<file path="config.mk">
export PLATFORM = sky130hd
export DESIGN_NAME = pcs_sequencer
export DESIGN_NICKNAME = d
export VERILOG_FILES = /design/src/pcs_pkg.sv /design/src/pcs_sequencer.sv
export SDC_FILE = /design/constraint.sdc
export NUM_CORES = 1
export LEC_CHECK = 0
export BUFFER_PORTS_ARGS = -buffer_cell sky130_fd_sc_hd__buf_2
export CAP_MARGIN = 20
export CORE_ASPECT_RATIO = 0.6
export CORE_MARGIN = 5
export CORE_UTILIZATION = 50
export CTS_BUF_LIST = sky130_fd_sc_hd__clkbuf_4
export CTS_CLUSTER_SIZE = 10
export DETAILED_ROUTE_END_ITERATION = 6
export GPL_TIMING_DRIVEN = 0
export PLACE_DENSITY = 0.69
export SYNTH_ARGS = -nofsm -noshare
export SYNTH_HDL_FRONTEND = slang
export SYNTH_SLANG_ARGS = --single-unit
export TNS_END_PERCENT = 30
</file>
<file path="constraint.sdc">
create_clock -name clk_sys -period 4.72 [get_ports clk_sys]
set_input_delay 0.472 -clock clk_sys [delete_from_list [all_inputs] [get_ports clk_sys]]
set_output_delay 0.472 -clock clk_sys [all_outputs]
set_load 0.05 [all_outputs]
</file>
<file path="src/pcs_pkg.sv">
package pcs_pkg;

	// widths
	localparam int PC_W      = 15;
	localparam int ADDR_W    = 12;
	localparam int OPERAND_W = 11;
	localparam int SP_W      = 5;
	localparam int STACK_DEPTH = 16;

	// register map (byte wide registers, one location each)
	localparam logic [ADDR_W-1:0] ADDR_PC_LOW_BYTE      = 12'h002;
	localparam logic [ADDR_W-1:0] ADDR_PC_HIGH_LATCH    = 12'h00a;
	localparam logic [ADDR_W-1:0] ADDR_UNIMPL_LO_FIRST  = 12'hf8c;
	localparam logic [ADDR_W-1:0] ADDR_UNIMPL_LO_LAST   = 12'hfe3;
	localparam logic [ADDR_W-1:0] ADDR_STATUS_SHADOW    = 12'hfe4;
	localparam logic [ADDR_W-1:0] ADDR_WORKING_SHADOW   = 12'hfe5;
	localparam logic [ADDR_W-1:0] ADDR_BANK_SHADOW      = 12'hfe6;
	localparam logic [ADDR_W-1:0] ADDR_LATCH_SHADOW     = 12'hfe7;
	localparam logic [ADDR_W-1:0] ADDR_PTR0_LOW_SHADOW  = 12'hfe8;
	localparam logic [ADDR_W-1:0] ADDR_PTR0_HIGH_SHADOW = 12'hfe9;
	localparam logic [ADDR_W-1:0] ADDR_PTR1_LOW_SHADOW  = 12'hfea;
	localparam logic [ADDR_W-1:0] ADDR_PTR1_HIGH_SHADOW = 12'hfeb;
	localparam logic [ADDR_W-1:0] ADDR_UNIMPL_GAP       = 12'hfec;
	localparam logic [ADDR_W-1:0] ADDR_STACK_POINTER    = 12'hfed;
	localparam logic [ADDR_W-1:0] ADDR_STACK_TOP_LOW    = 12'hfee;
	localparam logic [ADDR_W-1:0] ADDR_STACK_TOP_HIGH   = 12'hfef;

	// values after reset
	localparam logic [PC_W-1:0] PC_RESET          = 15'h0000;
	localparam logic [6:0]      LATCH_RESET       = 7'h00;
	localparam logic [SP_W-1:0] STACK_PTR_RESET   = 5'h1f;
	localparam logic [7:0]      READ_ZERO         = 8'h00;

	typedef enum logic [3:0] {
		OP_STEP,
		OP_ADD_W_TO_PCL,
		OP_GOTO,
		OP_CALL,
		OP_COMPUTED_CALL_W,
		OP_BRANCH_RELATIVE_W,
		OP_BRANCH_RELATIVE_IMM,
		OP_RETURN,
		OP_RETURN_INT,
		OP_INT_ENTRY
	} pcs_op_type;

	typedef struct packed {
		pcs_op_type             op;
		logic [OPERAND_W-1:0]   operand;
	} pcs_instr_type;

	typedef struct packed {
		logic              wr;
		logic              rd;
		logic [ADDR_W-1:0] addr;
		logic [7:0]        wdata;
	} pcs_bus_req_type;

	// core context saved on interrupt entry (latch is held inside the sequencer)
	typedef struct packed {
		logic [2:0]  status;
		logic [7:0]  working;
		logic [4:0]  bank_select;
		logic [15:0] pointer0;
		logic [15:0] pointer1;
	} pcs_context_type;

endpackage

</file>
<file path="src/pcs_sequencer.sv">
// Operation
// - the program counter is fifteen bits wide and addresses program memory directly.
// - software reads and writes the pc low byte; the upper bits come only from the latch.
// - every reset clears all program counter bits.
// - writing the pc low byte loads the upper bits from the latch in the same step.
// - a computed jump adds W to the pc low byte without carry and takes the upper bits from the latch.
// - an absolute call loads low byte and three high bits from the operand, four from the latch.
// - a computed call loads the low byte from W and the high bits from the latch.
// - a branch by W loads the incremented pc plus W taken as unsigned.
// - a branch by immediate loads the incremented pc plus the signed operand.
// - both branch forms add over all fifteen bits and may cross a 256-location block.
// - shadow copies of flags, W, bank, latch and both pointers sit at consecutive locations.
// - unimplemented core map locations read as zero and ignore writes.
// - after reset the stack is empty with the stack pointer at 0x1f.
// - a push increments the pointer then stores; a pop reloads the pc then decrements.
// - the return stack holds sixteen fifteen-bit entries apart from program and data space.
//
// Implementation choice: the plain strobed port.
`timescale 1ns/100ps
module pcs_sequencer
	import pcs_pkg::*;
#(
	parameter int                 BRA_W      = 9,
	parameter logic [PC_W-1:0]    INT_VECTOR = 15'h0004
) (
	// clock and reset
	input  wire logic            clk_sys,
	input  wire logic            reset,
	// instruction step from the core
	input  wire logic            instr_valid,
	input  wire pcs_instr_type   instr,
	input  wire logic [7:0]      working_register,
	input  wire pcs_context_type context_in,
	// register port
	input  wire pcs_bus_req_type bus_req,
	output logic [7:0]           rd_data,
	// program counter and context restore
	output logic [PC_W-1:0]      pc,
	output pcs_context_type      context_restore,
	output logic                 context_restore_valid
);

	logic [PC_W-1:0]   pc_reg;
	logic [PC_W-1:0]   pc_next;
	logic [6:0]        latch_reg;
	logic [SP_W-1:0]   sp_reg;
	logic [SP_W-1:0]   sp_push;
	logic [PC_W-1:0]   stack_mem [STACK_DEPTH];
	logic [PC_W-1:0]   tos_value;
	logic [PC_W-1:0]   pc_inc;
	logic [PC_W-1:0]   bra_offset;
	logic [PC_W-1:0]   push_value;
	logic [7:0]        addw_low;
	logic              push;
	logic              pop;
	logic              is_op;
	logic [7:0]        rd_value;
	logic [7:0]        rd_data_reg;
	pcs_context_type   restore_reg;
	logic              restore_valid_reg;

	// shadows have no reset: contents survive every reset
	logic [2:0]        status_shadow_reg;
	logic [7:0]        working_shadow_reg;
	logic [4:0]        bank_shadow_reg;
	logic [6:0]        latch_shadow_reg;
	logic [15:0]       ptr0_shadow_reg;
	logic [15:0]       ptr1_shadow_reg;

	// write strobes and interrupt entry/return strobes
	logic wr_pcl;
	logic wr_latch;
	logic wr_sp;
	logic wr_stack_top_low;
	logic wr_stack_top_high;
	logic int_entry;
	logic int_return;

	assign is_op      = instr_valid;
	assign wr_pcl     = bus_req.wr && bus_req.addr == ADDR_PC_LOW_BYTE;
	assign wr_latch   = bus_req.wr && bus_req.addr == ADDR_PC_HIGH_LATCH;
	assign wr_sp      = bus_req.wr && bus_req.addr == ADDR_STACK_POINTER;
	assign wr_stack_top_low    = bus_req.wr && bus_req.addr == ADDR_STACK_TOP_LOW;
	assign wr_stack_top_high    = bus_req.wr && bus_req.addr == ADDR_STACK_TOP_HIGH;
	assign int_entry  = is_op && instr.op == OP_INT_ENTRY;
	assign int_return = is_op && instr.op == OP_RETURN_INT;

	assign pc_inc     = pc_reg + 15'h0001;
	assign addw_low   = pc_reg[7:0] + working_register;
	assign bra_offset = {{(PC_W-BRA_W){instr.operand[BRA_W-1]}}, instr.operand[BRA_W-1:0]};
	assign sp_push    = sp_reg + 5'h01;
	assign tos_value  = stack_mem[sp_reg[3:0]];

	assign push = is_op && (instr.op == OP_CALL || instr.op == OP_COMPUTED_CALL_W
		|| instr.op == OP_INT_ENTRY);
	assign pop  = is_op && (instr.op == OP_RETURN || instr.op == OP_RETURN_INT);
	// an interrupt returns to the instruction it displaced, a call to the next one
	assign push_value = (instr.op == OP_INT_ENTRY) ? pc_reg : pc_inc;

	// next program counter
	always_comb begin
		pc_next = pc_reg;
		if (is_op) begin
			unique case (instr.op)
				OP_STEP:                pc_next = pc_inc;
				OP_ADD_W_TO_PCL:        pc_next = {latch_reg, addw_low};
				OP_GOTO:                pc_next = {latch_reg[6:3], instr.operand};
				OP_CALL:                pc_next = {latch_reg[6:3], instr.operand};
				OP_COMPUTED_CALL_W:     pc_next = {latch_reg, working_register};
				OP_BRANCH_RELATIVE_W:   pc_next = pc_inc + {7'h00, working_register};
				OP_BRANCH_RELATIVE_IMM: pc_next = pc_inc + bra_offset;
				OP_RETURN:              pc_next = tos_value;
				OP_RETURN_INT:          pc_next = tos_value;
				OP_INT_ENTRY:           pc_next = INT_VECTOR;
				default:                pc_next = pc_reg;
			endcase
		end
		// low byte write loads all bits
		if (wr_pcl) begin
			pc_next = {latch_reg, bus_req.wdata};
		end
	end

	always_ff @(posedge clk_sys or posedge reset) begin
		if (reset) begin
			pc_reg <= PC_RESET;
		end else begin
			pc_reg <= pc_next;
		end
	end

	// high-byte latch; restore on interrupt return wins over software
	always_ff @(posedge clk_sys or posedge reset) begin
		if (reset) begin
			latch_reg <= LATCH_RESET;
		end else if (int_return) begin
			latch_reg <= latch_shadow_reg;
		end else if (wr_latch) begin
			latch_reg <= bus_req.wdata[6:0];
		end
	end

	always_ff @(posedge clk_sys or posedge reset) begin
		if (reset) begin
			sp_reg <= STACK_PTR_RESET;
		end else if (push) begin
			sp_reg <= sp_push;
		end else if (pop) begin
			sp_reg <= sp_reg - 5'h01;
		end else if (wr_sp) begin
			sp_reg <= bus_req.wdata[SP_W-1:0];
		end
	end

	// sixteen-entry circular stack; a push past the top overwrites the oldest
	always_ff @(posedge clk_sys) begin
		if (push) begin
			stack_mem[sp_push[3:0]] <= push_value;
		end else if (wr_stack_top_low) begin
			stack_mem[sp_reg[3:0]][7:0] <= bus_req.wdata;
		end else if (wr_stack_top_high) begin
			stack_mem[sp_reg[3:0]][14:8] <= bus_req.wdata[6:0];
		end
	end

	// shadows: entry capture beats a software write
	always_ff @(posedge clk_sys) begin
		if (int_entry) begin
			status_shadow_reg  <= context_in.status;
			working_shadow_reg <= context_in.working;
			bank_shadow_reg    <= context_in.bank_select;
			latch_shadow_reg   <= latch_reg;
			ptr0_shadow_reg    <= context_in.pointer0;
			ptr1_shadow_reg    <= context_in.pointer1;
		end else if (bus_req.wr) begin
			unique case (bus_req.addr)
				ADDR_STATUS_SHADOW:    status_shadow_reg     <= bus_req.wdata[2:0];
				ADDR_WORKING_SHADOW:   working_shadow_reg    <= bus_req.wdata;
				ADDR_BANK_SHADOW:      bank_shadow_reg       <= bus_req.wdata[4:0];
				ADDR_LATCH_SHADOW:     latch_shadow_reg      <= bus_req.wdata[6:0];
				ADDR_PTR0_LOW_SHADOW:  ptr0_shadow_reg[7:0]  <= bus_req.wdata;
				ADDR_PTR0_HIGH_SHADOW: ptr0_shadow_reg[15:8] <= bus_req.wdata;
				ADDR_PTR1_LOW_SHADOW:  ptr1_shadow_reg[7:0]  <= bus_req.wdata;
				ADDR_PTR1_HIGH_SHADOW: ptr1_shadow_reg[15:8] <= bus_req.wdata;
				default: ;
			endcase
		end
	end

	// context handed back on interrupt return
	always_ff @(posedge clk_sys or posedge reset) begin
		if (reset) begin
			restore_reg       <= '0;
			restore_valid_reg <= 1'b0;
		end else begin
			restore_valid_reg <= int_return;
			if (int_return) begin
				restore_reg.status      <= status_shadow_reg;
				restore_reg.working     <= working_shadow_reg;
				restore_reg.bank_select <= bank_shadow_reg;
				restore_reg.pointer0    <= ptr0_shadow_reg;
				restore_reg.pointer1    <= ptr1_shadow_reg;
			end
		end
	end

	// read decode
	always_comb begin
		rd_value = READ_ZERO;
		unique case (bus_req.addr)
			ADDR_PC_LOW_BYTE:      rd_value = pc_reg[7:0];
			ADDR_PC_HIGH_LATCH:    rd_value = {1'b0, latch_reg};
			ADDR_STATUS_SHADOW:    rd_value = {5'h00, status_shadow_reg};
			ADDR_WORKING_SHADOW:   rd_value = working_shadow_reg;
			ADDR_BANK_SHADOW:      rd_value = {3'h0, bank_shadow_reg};
			ADDR_LATCH_SHADOW:     rd_value = {1'b0, latch_shadow_reg};
			ADDR_PTR0_LOW_SHADOW:  rd_value = ptr0_shadow_reg[7:0];
			ADDR_PTR0_HIGH_SHADOW: rd_value = ptr0_shadow_reg[15:8];
			ADDR_PTR1_LOW_SHADOW:  rd_value = ptr1_shadow_reg[7:0];
			ADDR_PTR1_HIGH_SHADOW: rd_value = ptr1_shadow_reg[15:8];
			ADDR_STACK_POINTER:    rd_value = {3'h0, sp_reg};
			ADDR_STACK_TOP_LOW:    rd_value = tos_value[7:0];
			ADDR_STACK_TOP_HIGH:   rd_value = {1'b0, tos_value[14:8]};
			default:               rd_value = READ_ZERO;
		endcase
	end

	always_ff @(posedge clk_sys or posedge reset) begin
		if (reset) begin
			rd_data_reg <= READ_ZERO;
		end else if (bus_req.rd) begin
			rd_data_reg <= rd_value;
		end else begin
			rd_data_reg <= READ_ZERO;
		end
	end

	assign pc                    = pc_reg;
	assign rd_data               = rd_data_reg;
	assign context_restore       = restore_reg;
	assign context_restore_valid = restore_valid_reg;

	property p_reset_clear;
		// async clear may land after the first sampled edge, so look one cycle on
		@(posedge clk_sys) reset |=> (pc_reg == PC_RESET && sp_reg == STACK_PTR_RESET);
	endproperty
	a_reset_clear: assert property (p_reset_clear) else $error("reset value wrong");

	property p_pcl_write;
		@(posedge clk_sys) disable iff (reset)
		wr_pcl |=> pc_reg == {$past(latch_reg), $past(bus_req.wdata)};
	endproperty
	a_pcl_write: assert property (p_pcl_write) else $error("pcl write not full load");

	property p_addw;
		@(posedge clk_sys) disable iff (reset)
		is_op && instr.op == OP_ADD_W_TO_PCL && !wr_pcl
		|=> pc_reg[7:0] == $past(addw_low) && pc_reg[14:8] == $past(latch_reg);
	endproperty
	a_addw: assert property (p_addw) else $error("computed jump wrong");

	property p_call;
		@(posedge clk_sys) disable iff (reset)
		is_op && instr.op == OP_CALL && !wr_pcl
		|=> pc_reg[10:0] == $past(instr.operand) && pc_reg[14:11] == $past(latch_reg[6:3]);
	endproperty
	a_call: assert property (p_call) else $error("absolute call wrong");

	property p_computed_call_w;
		@(posedge clk_sys) disable iff (reset)
		is_op && instr.op == OP_COMPUTED_CALL_W && !wr_pcl
		|=> pc_reg == {$past(latch_reg), $past(working_register)};
	endproperty
	a_computed_call_w: assert property (p_computed_call_w) else $error("computed call wrong");

	property p_brw;
		@(posedge clk_sys) disable iff (reset)
		is_op && instr.op == OP_BRANCH_RELATIVE_W && !wr_pcl
		|=> pc_reg == PC_W'($past(pc_inc) + {7'h00, $past(working_register)});
	endproperty
	a_brw: assert property (p_brw) else $error("branch by W wrong");

	property p_bra;
		@(posedge clk_sys) disable iff (reset)
		is_op && instr.op == OP_BRANCH_RELATIVE_IMM && !wr_pcl
		|=> pc_reg == PC_W'($past(pc_inc) + $past(bra_offset));
	endproperty
	a_bra: assert property (p_bra) else $error("branch by immediate wrong");

	property p_push;
		@(posedge clk_sys) disable iff (reset)
		push |=> sp_reg == SP_W'($past(sp_reg) + 5'h01) && tos_value == $past(push_value);
	endproperty
	a_push: assert property (p_push) else $error("push order wrong");

	property p_pop;
		@(posedge clk_sys) disable iff (reset)
		pop && !wr_pcl
		|=> pc_reg == $past(tos_value) && sp_reg == SP_W'($past(sp_reg) - 5'h01);
	endproperty
	a_pop: assert property (p_pop) else $error("pop order wrong");

	property p_unimpl;
		@(posedge clk_sys) disable iff (reset)
		bus_req.rd && (bus_req.addr == ADDR_UNIMPL_GAP
		|| (bus_req.addr >= ADDR_UNIMPL_LO_FIRST && bus_req.addr <= ADDR_UNIMPL_LO_LAST))
		|=> rd_data_reg == READ_ZERO;
	endproperty
	a_unimpl: assert property (p_unimpl) else $error("unimplemented read not zero");

	property p_shadow_roundtrip;
		@(posedge clk_sys) disable iff (reset)
		int_return
		|=> context_restore_valid && context_restore.working == $past(working_shadow_reg)
		&& latch_reg == $past(latch_shadow_reg);
	endproperty
	a_shadow_roundtrip: assert property (p_shadow_roundtrip) else $error("context lost");

	// capture must beat any software write in the same cycle
	property p_shadow_capture;
		@(posedge clk_sys) disable iff (reset)
		int_entry
		|=> working_shadow_reg == $past(context_in.working)
		&& status_shadow_reg == $past(context_in.status)
		&& latch_shadow_reg == $past(latch_reg)
		&& ptr1_shadow_reg == $past(context_in.pointer1);
	endproperty
	a_shadow_capture: assert property (p_shadow_capture) else $error("context not saved");

	// interrupt pushes the displaced address, not the next one
	property p_int_entry;
		@(posedge clk_sys) disable iff (reset)
		int_entry && !wr_pcl
		|=> pc_reg == INT_VECTOR && tos_value == $past(pc_reg);
	endproperty
	a_int_entry: assert property (p_int_entry) else $error("interrupt entry wrong");

	property p_step;
		@(posedge clk_sys) disable iff (reset)
		is_op && instr.op == OP_STEP && !wr_pcl
		|=> pc_reg == PC_W'($past(pc_reg) + 15'h0001);
	endproperty
	a_step: assert property (p_step) else $error("step not fifteen bits");

	property p_pc_hold;
		@(posedge clk_sys) disable iff (reset)
		!is_op && !wr_pcl
		|=> $stable(pc_reg);
	endproperty
	a_pc_hold: assert property (p_pc_hold) else $error("pc moved without load");

	property p_rd_pcl;
		@(posedge clk_sys) disable iff (reset)
		bus_req.rd && bus_req.addr == ADDR_PC_LOW_BYTE
		|=> rd_data_reg == $past(pc_reg[7:0]);
	endproperty
	a_rd_pcl: assert property (p_rd_pcl) else $error("pc low byte read wrong");

	property p_latch_write;
		@(posedge clk_sys) disable iff (reset)
		wr_latch && !int_return
		|=> latch_reg == $past(bus_req.wdata[6:0]);
	endproperty
	a_latch_write: assert property (p_latch_write) else $error("latch write lost");

	property p_goto;
		@(posedge clk_sys) disable iff (reset)
		is_op && instr.op == OP_GOTO && !wr_pcl
		|=> pc_reg == {$past(latch_reg[6:3]), $past(instr.operand)};
	endproperty
	a_goto: assert property (p_goto) else $error("absolute jump wrong");

	// a push wins over a same-cycle top write; under a pop the write lands in the entry being popped
	property p_tos_write;
		@(posedge clk_sys) disable iff (reset)
		wr_stack_top_low && !push && !pop
		|=> tos_value[7:0] == $past(bus_req.wdata);
	endproperty
	a_tos_write: assert property (p_tos_write) else $error("stack top write lost");

endmodule

</file>
==> results.tsv <==
metric	value	unit
run status	finished, final reports clean	
Sequential Area	11000	um^2
Max-cap violations	0	
worst rel slew slack	19.9	%
FF-to-FF path depth	12	
die height	160	um
TritonCTS clock tree	done	
clock tree root buffer cell	clkbuf_4	
Worst R2R Setup Slack	420	ps
hpwl dp	47900	um
cells after synthesis	1403	
I/O pins	168	
sequential-to-total area share from yosys stat	58.3	%
synthesized area per cell	13.4	um^2
Final Max Tran Viols	0	
Data arrival, critical path	4950	ps
Worst Hold Class	primary input to flop	
H-tree depth	3	
top cells by area, synth	edfxtp_1, dfrtp_1, mux4_2	
1st-iter DRT viols	2247	
Port-buffer cells	165	
final WL	65500	um
Die Area	41700	um^2
clk_skew	43.5	ps
Longest Clk Path Bufs	3	
num rows	55	
Tot Pwr	10.9	mW
Mapped Nets	1526	
initial antenna violation count	4	
CTS clk-pin slew, worst paths	80	ps
most common cell after layout, fill and taps aside	edfxtp_1	
Final Worst Setup Slack	423	ps
first-pass GRT wire length	94400	um
Wirelength per Cell	28.3	um
fin crit period	4300	ps
setup TNS	0	ps
CP Capture Type	flop	
area of the multi-input gates	7340	um^2
post-place setup slack	557	ps
Synth Flop Type	edfxtp_1	
post-CTS sizing	0	
GP Congestion	0.975	
area share of the largest cell type after synthesis	47.1	%
vias post-DR	14899	
# setup viols final	0	
ANT nets after route	0	
pin count of the biggest net entering global routing	64	
Synth-to-Final Area Change	17.5	%
cts bufs inserted	87	
Min-Delay Path Depth	3	
Final Instance Count excl. Fillers	2315	
WP data required	5380	ps
top fanout value on the critical path	8	
CTS sink cnt	379	
commonest cells after routing, fill and taps aside	edfxtp_1, buf_2, clkbuf_4	
Yosys warnings	0	
RSZ-0062 raised after global routing	no	
Power Dens Cells	493	nW/um^2
Crit Path Class	flop to flop	
all-layer global routing usage	30.9	%
actual slew at the worst max-slew pin	1170	ps
worst skew pair latency	820	ps
Leak Pwr	8.42	nW
FFs w/ async S/R, synth	22.2	%
number of global-route vias before repair	14106	
r2r endpoint	pc[14]$_DFFE_PP0P_	
gr ovfl total	0	
Core Region	37400	um^2
count of cell types in the netlist	83	
Post-CTS Setup Inserts	0	
Yosys reg bits	379	
Final Net Count	1849	
first drt pass iteration count	7	
HP Start	bus_req[4]	
Synth Cell Area	18800	um^2
drt drc	0	
final period utilization	91.0	%
post-synth top area cell	edfxtp_1	
Fmax achieved	233	MHz
Max VDD drop	0.290	mV
placed insts	2091	
Die W	260	um
Critical Path Start Type	flop	
worst r2r src	pc[3]$_DFFE_PP0P_	
via/cell ratio	6.44	
max reg flops	240	
Initial Utilization	50.3	%
Fin. Hold Viols	0	
Filler cells	3048	
share of cells above drive strength 1	28.5	%
Post-synth EDFFs	295	
Hold Path Sink	pc[4]$_DFFE_PP0P_	
[cells in the mapped netlist, types with 5 or more instances]
library cell and instances:
a31oi_1 13, o2111ai_1 5, a21o_1 63, ha_1 25, o211ai_1 20, and2_1 16, dfrtp_1 79, dfstp_2 5
mux2_2 64, a222oi_1 7, nor3_1 27, buf_1 6, mux4_2 65, edfxtp_1 295, a22oi_1 18, nand3_1 27
a211oi_1 16, nand4_1 15, buf_2 30, o221ai_1 5, xor2_1 13, mux2i_1 23, or3_1 7, clkbuf_1 53
xnor2_1 28, and3_1 24, a221oi_1 8, nand2_1 80, o21ai_0 62, a21oi_1 66, nor2_1 84, nand2b_1 7
and4_1 9, nor2b_1 22, inv_1 15
[logic make-up (layout without fill, tap and decap cells)]
logic type | count (synthesis) | in the layout | synth area share (%)
AND/OR/NAND/NOR | 337 | 337 | 8.97
other | 0 | 4 | 0
adder cells (fa/ha/maj) | 27 | 27 | 1.88
multiplexers | 156 | 156 | 13.4
AO/OA/AOI/OAI | 348 | 348 | 12.7
buffers and inverters | 114 | 509 | 2.73
flip-flops | 379 | 379 | 58.3
XOR/XNOR | 42 | 42 | 2.03
[cell type report]
cell class / count / share of cell area, %
clock inverter: 30 / 0.685
sequential: 379 / 49.6
tap: 513 / 2.90
buffer: 97 / 2.03
antenna: 4 / 0.0453
inverter: 17 / 0.300
timing repair buffer: 234 / 6.82
clock buffer: 131 / 4.45
multi-input combinational: 910 / 33.2
[metal layers]
metal	vias up	track usage (%)	wire length (um)	part of all wire, %
met5	-	0	0	0
met4	0	7.25	1320	2.0
met3	117	12.8	9990	15
met2	1111	39.8	26300	40
met1	7451	48.5	27900	43
li1	6220	-	-	-
[worst max-delay path by stage]
| stage | depth (start not counted) | end | slack [ps] | from |
|---|---|---|---|---|
| floorplan | 12 | pc[14]$_DFFE_PP0P_ | 1240 | pc[3]$_DFFE_PP0P_ |
| global placement | 12 | pc[4]$_DFFE_PP0P_ | 610 | instr[13] |
| detailed placement | 12 | pc[4]$_DFFE_PP0P_ | 560 | instr[13] |
| CTS | 12 | pc[14]$_DFFE_PP0P_ | 600 | pc[3]$_DFFE_PP0P_ |
| global route | 12 | pc[14]$_DFFE_PP0P_ | 290 | pc[3]$_DFFE_PP0P_ |
| finish | 12 | pc[14]$_DFFE_PP0P_ | 420 | pc[3]$_DFFE_PP0P_ |
[stage by stage]
stage | hold slack [ps] | util (%) | area (um^2)
4_1_cts | 8.92 | 58.8 | 22000
3_5_place_dp | 468 | 54.4 | 20400
2_1_floorplan | 475 | - | 18800
5_1_grt | 30.5 | 59.1 | 22100
6_report | 60.2 | 59.1 | 22100
3_3_place_gp | 487 | 54.2 | 20300
[critical path, cell delays in order (launching register included)]
cell and delay [ps]:
dfrtp_1 450, clkbuf_1 430, nand4_1 290, nor2_1 520, nand4_1 190, xnor2_1 350
ha_1 370, a21o_1 200, a31oi_1 350, o21ai_0 150, or4b_1 550, a31oi_1 220
o21ai_1 70
[where the power goes]
part           switching, mW  internal [mW]  total, mW
registers              0.220           4.01       4.23
logic                   2.65           1.34       3.99
clock network           1.39           1.29       2.68
total                   4.26           6.65       10.9
[what timing repair did]
item | in CTS | in global routing
hold buffers | 51 | 0
endpoints found under the hold margin | 94 | 0
endpoints found under the setup margin | 0 | 0
Note: power is estimated with default switching activity, not from simulation.
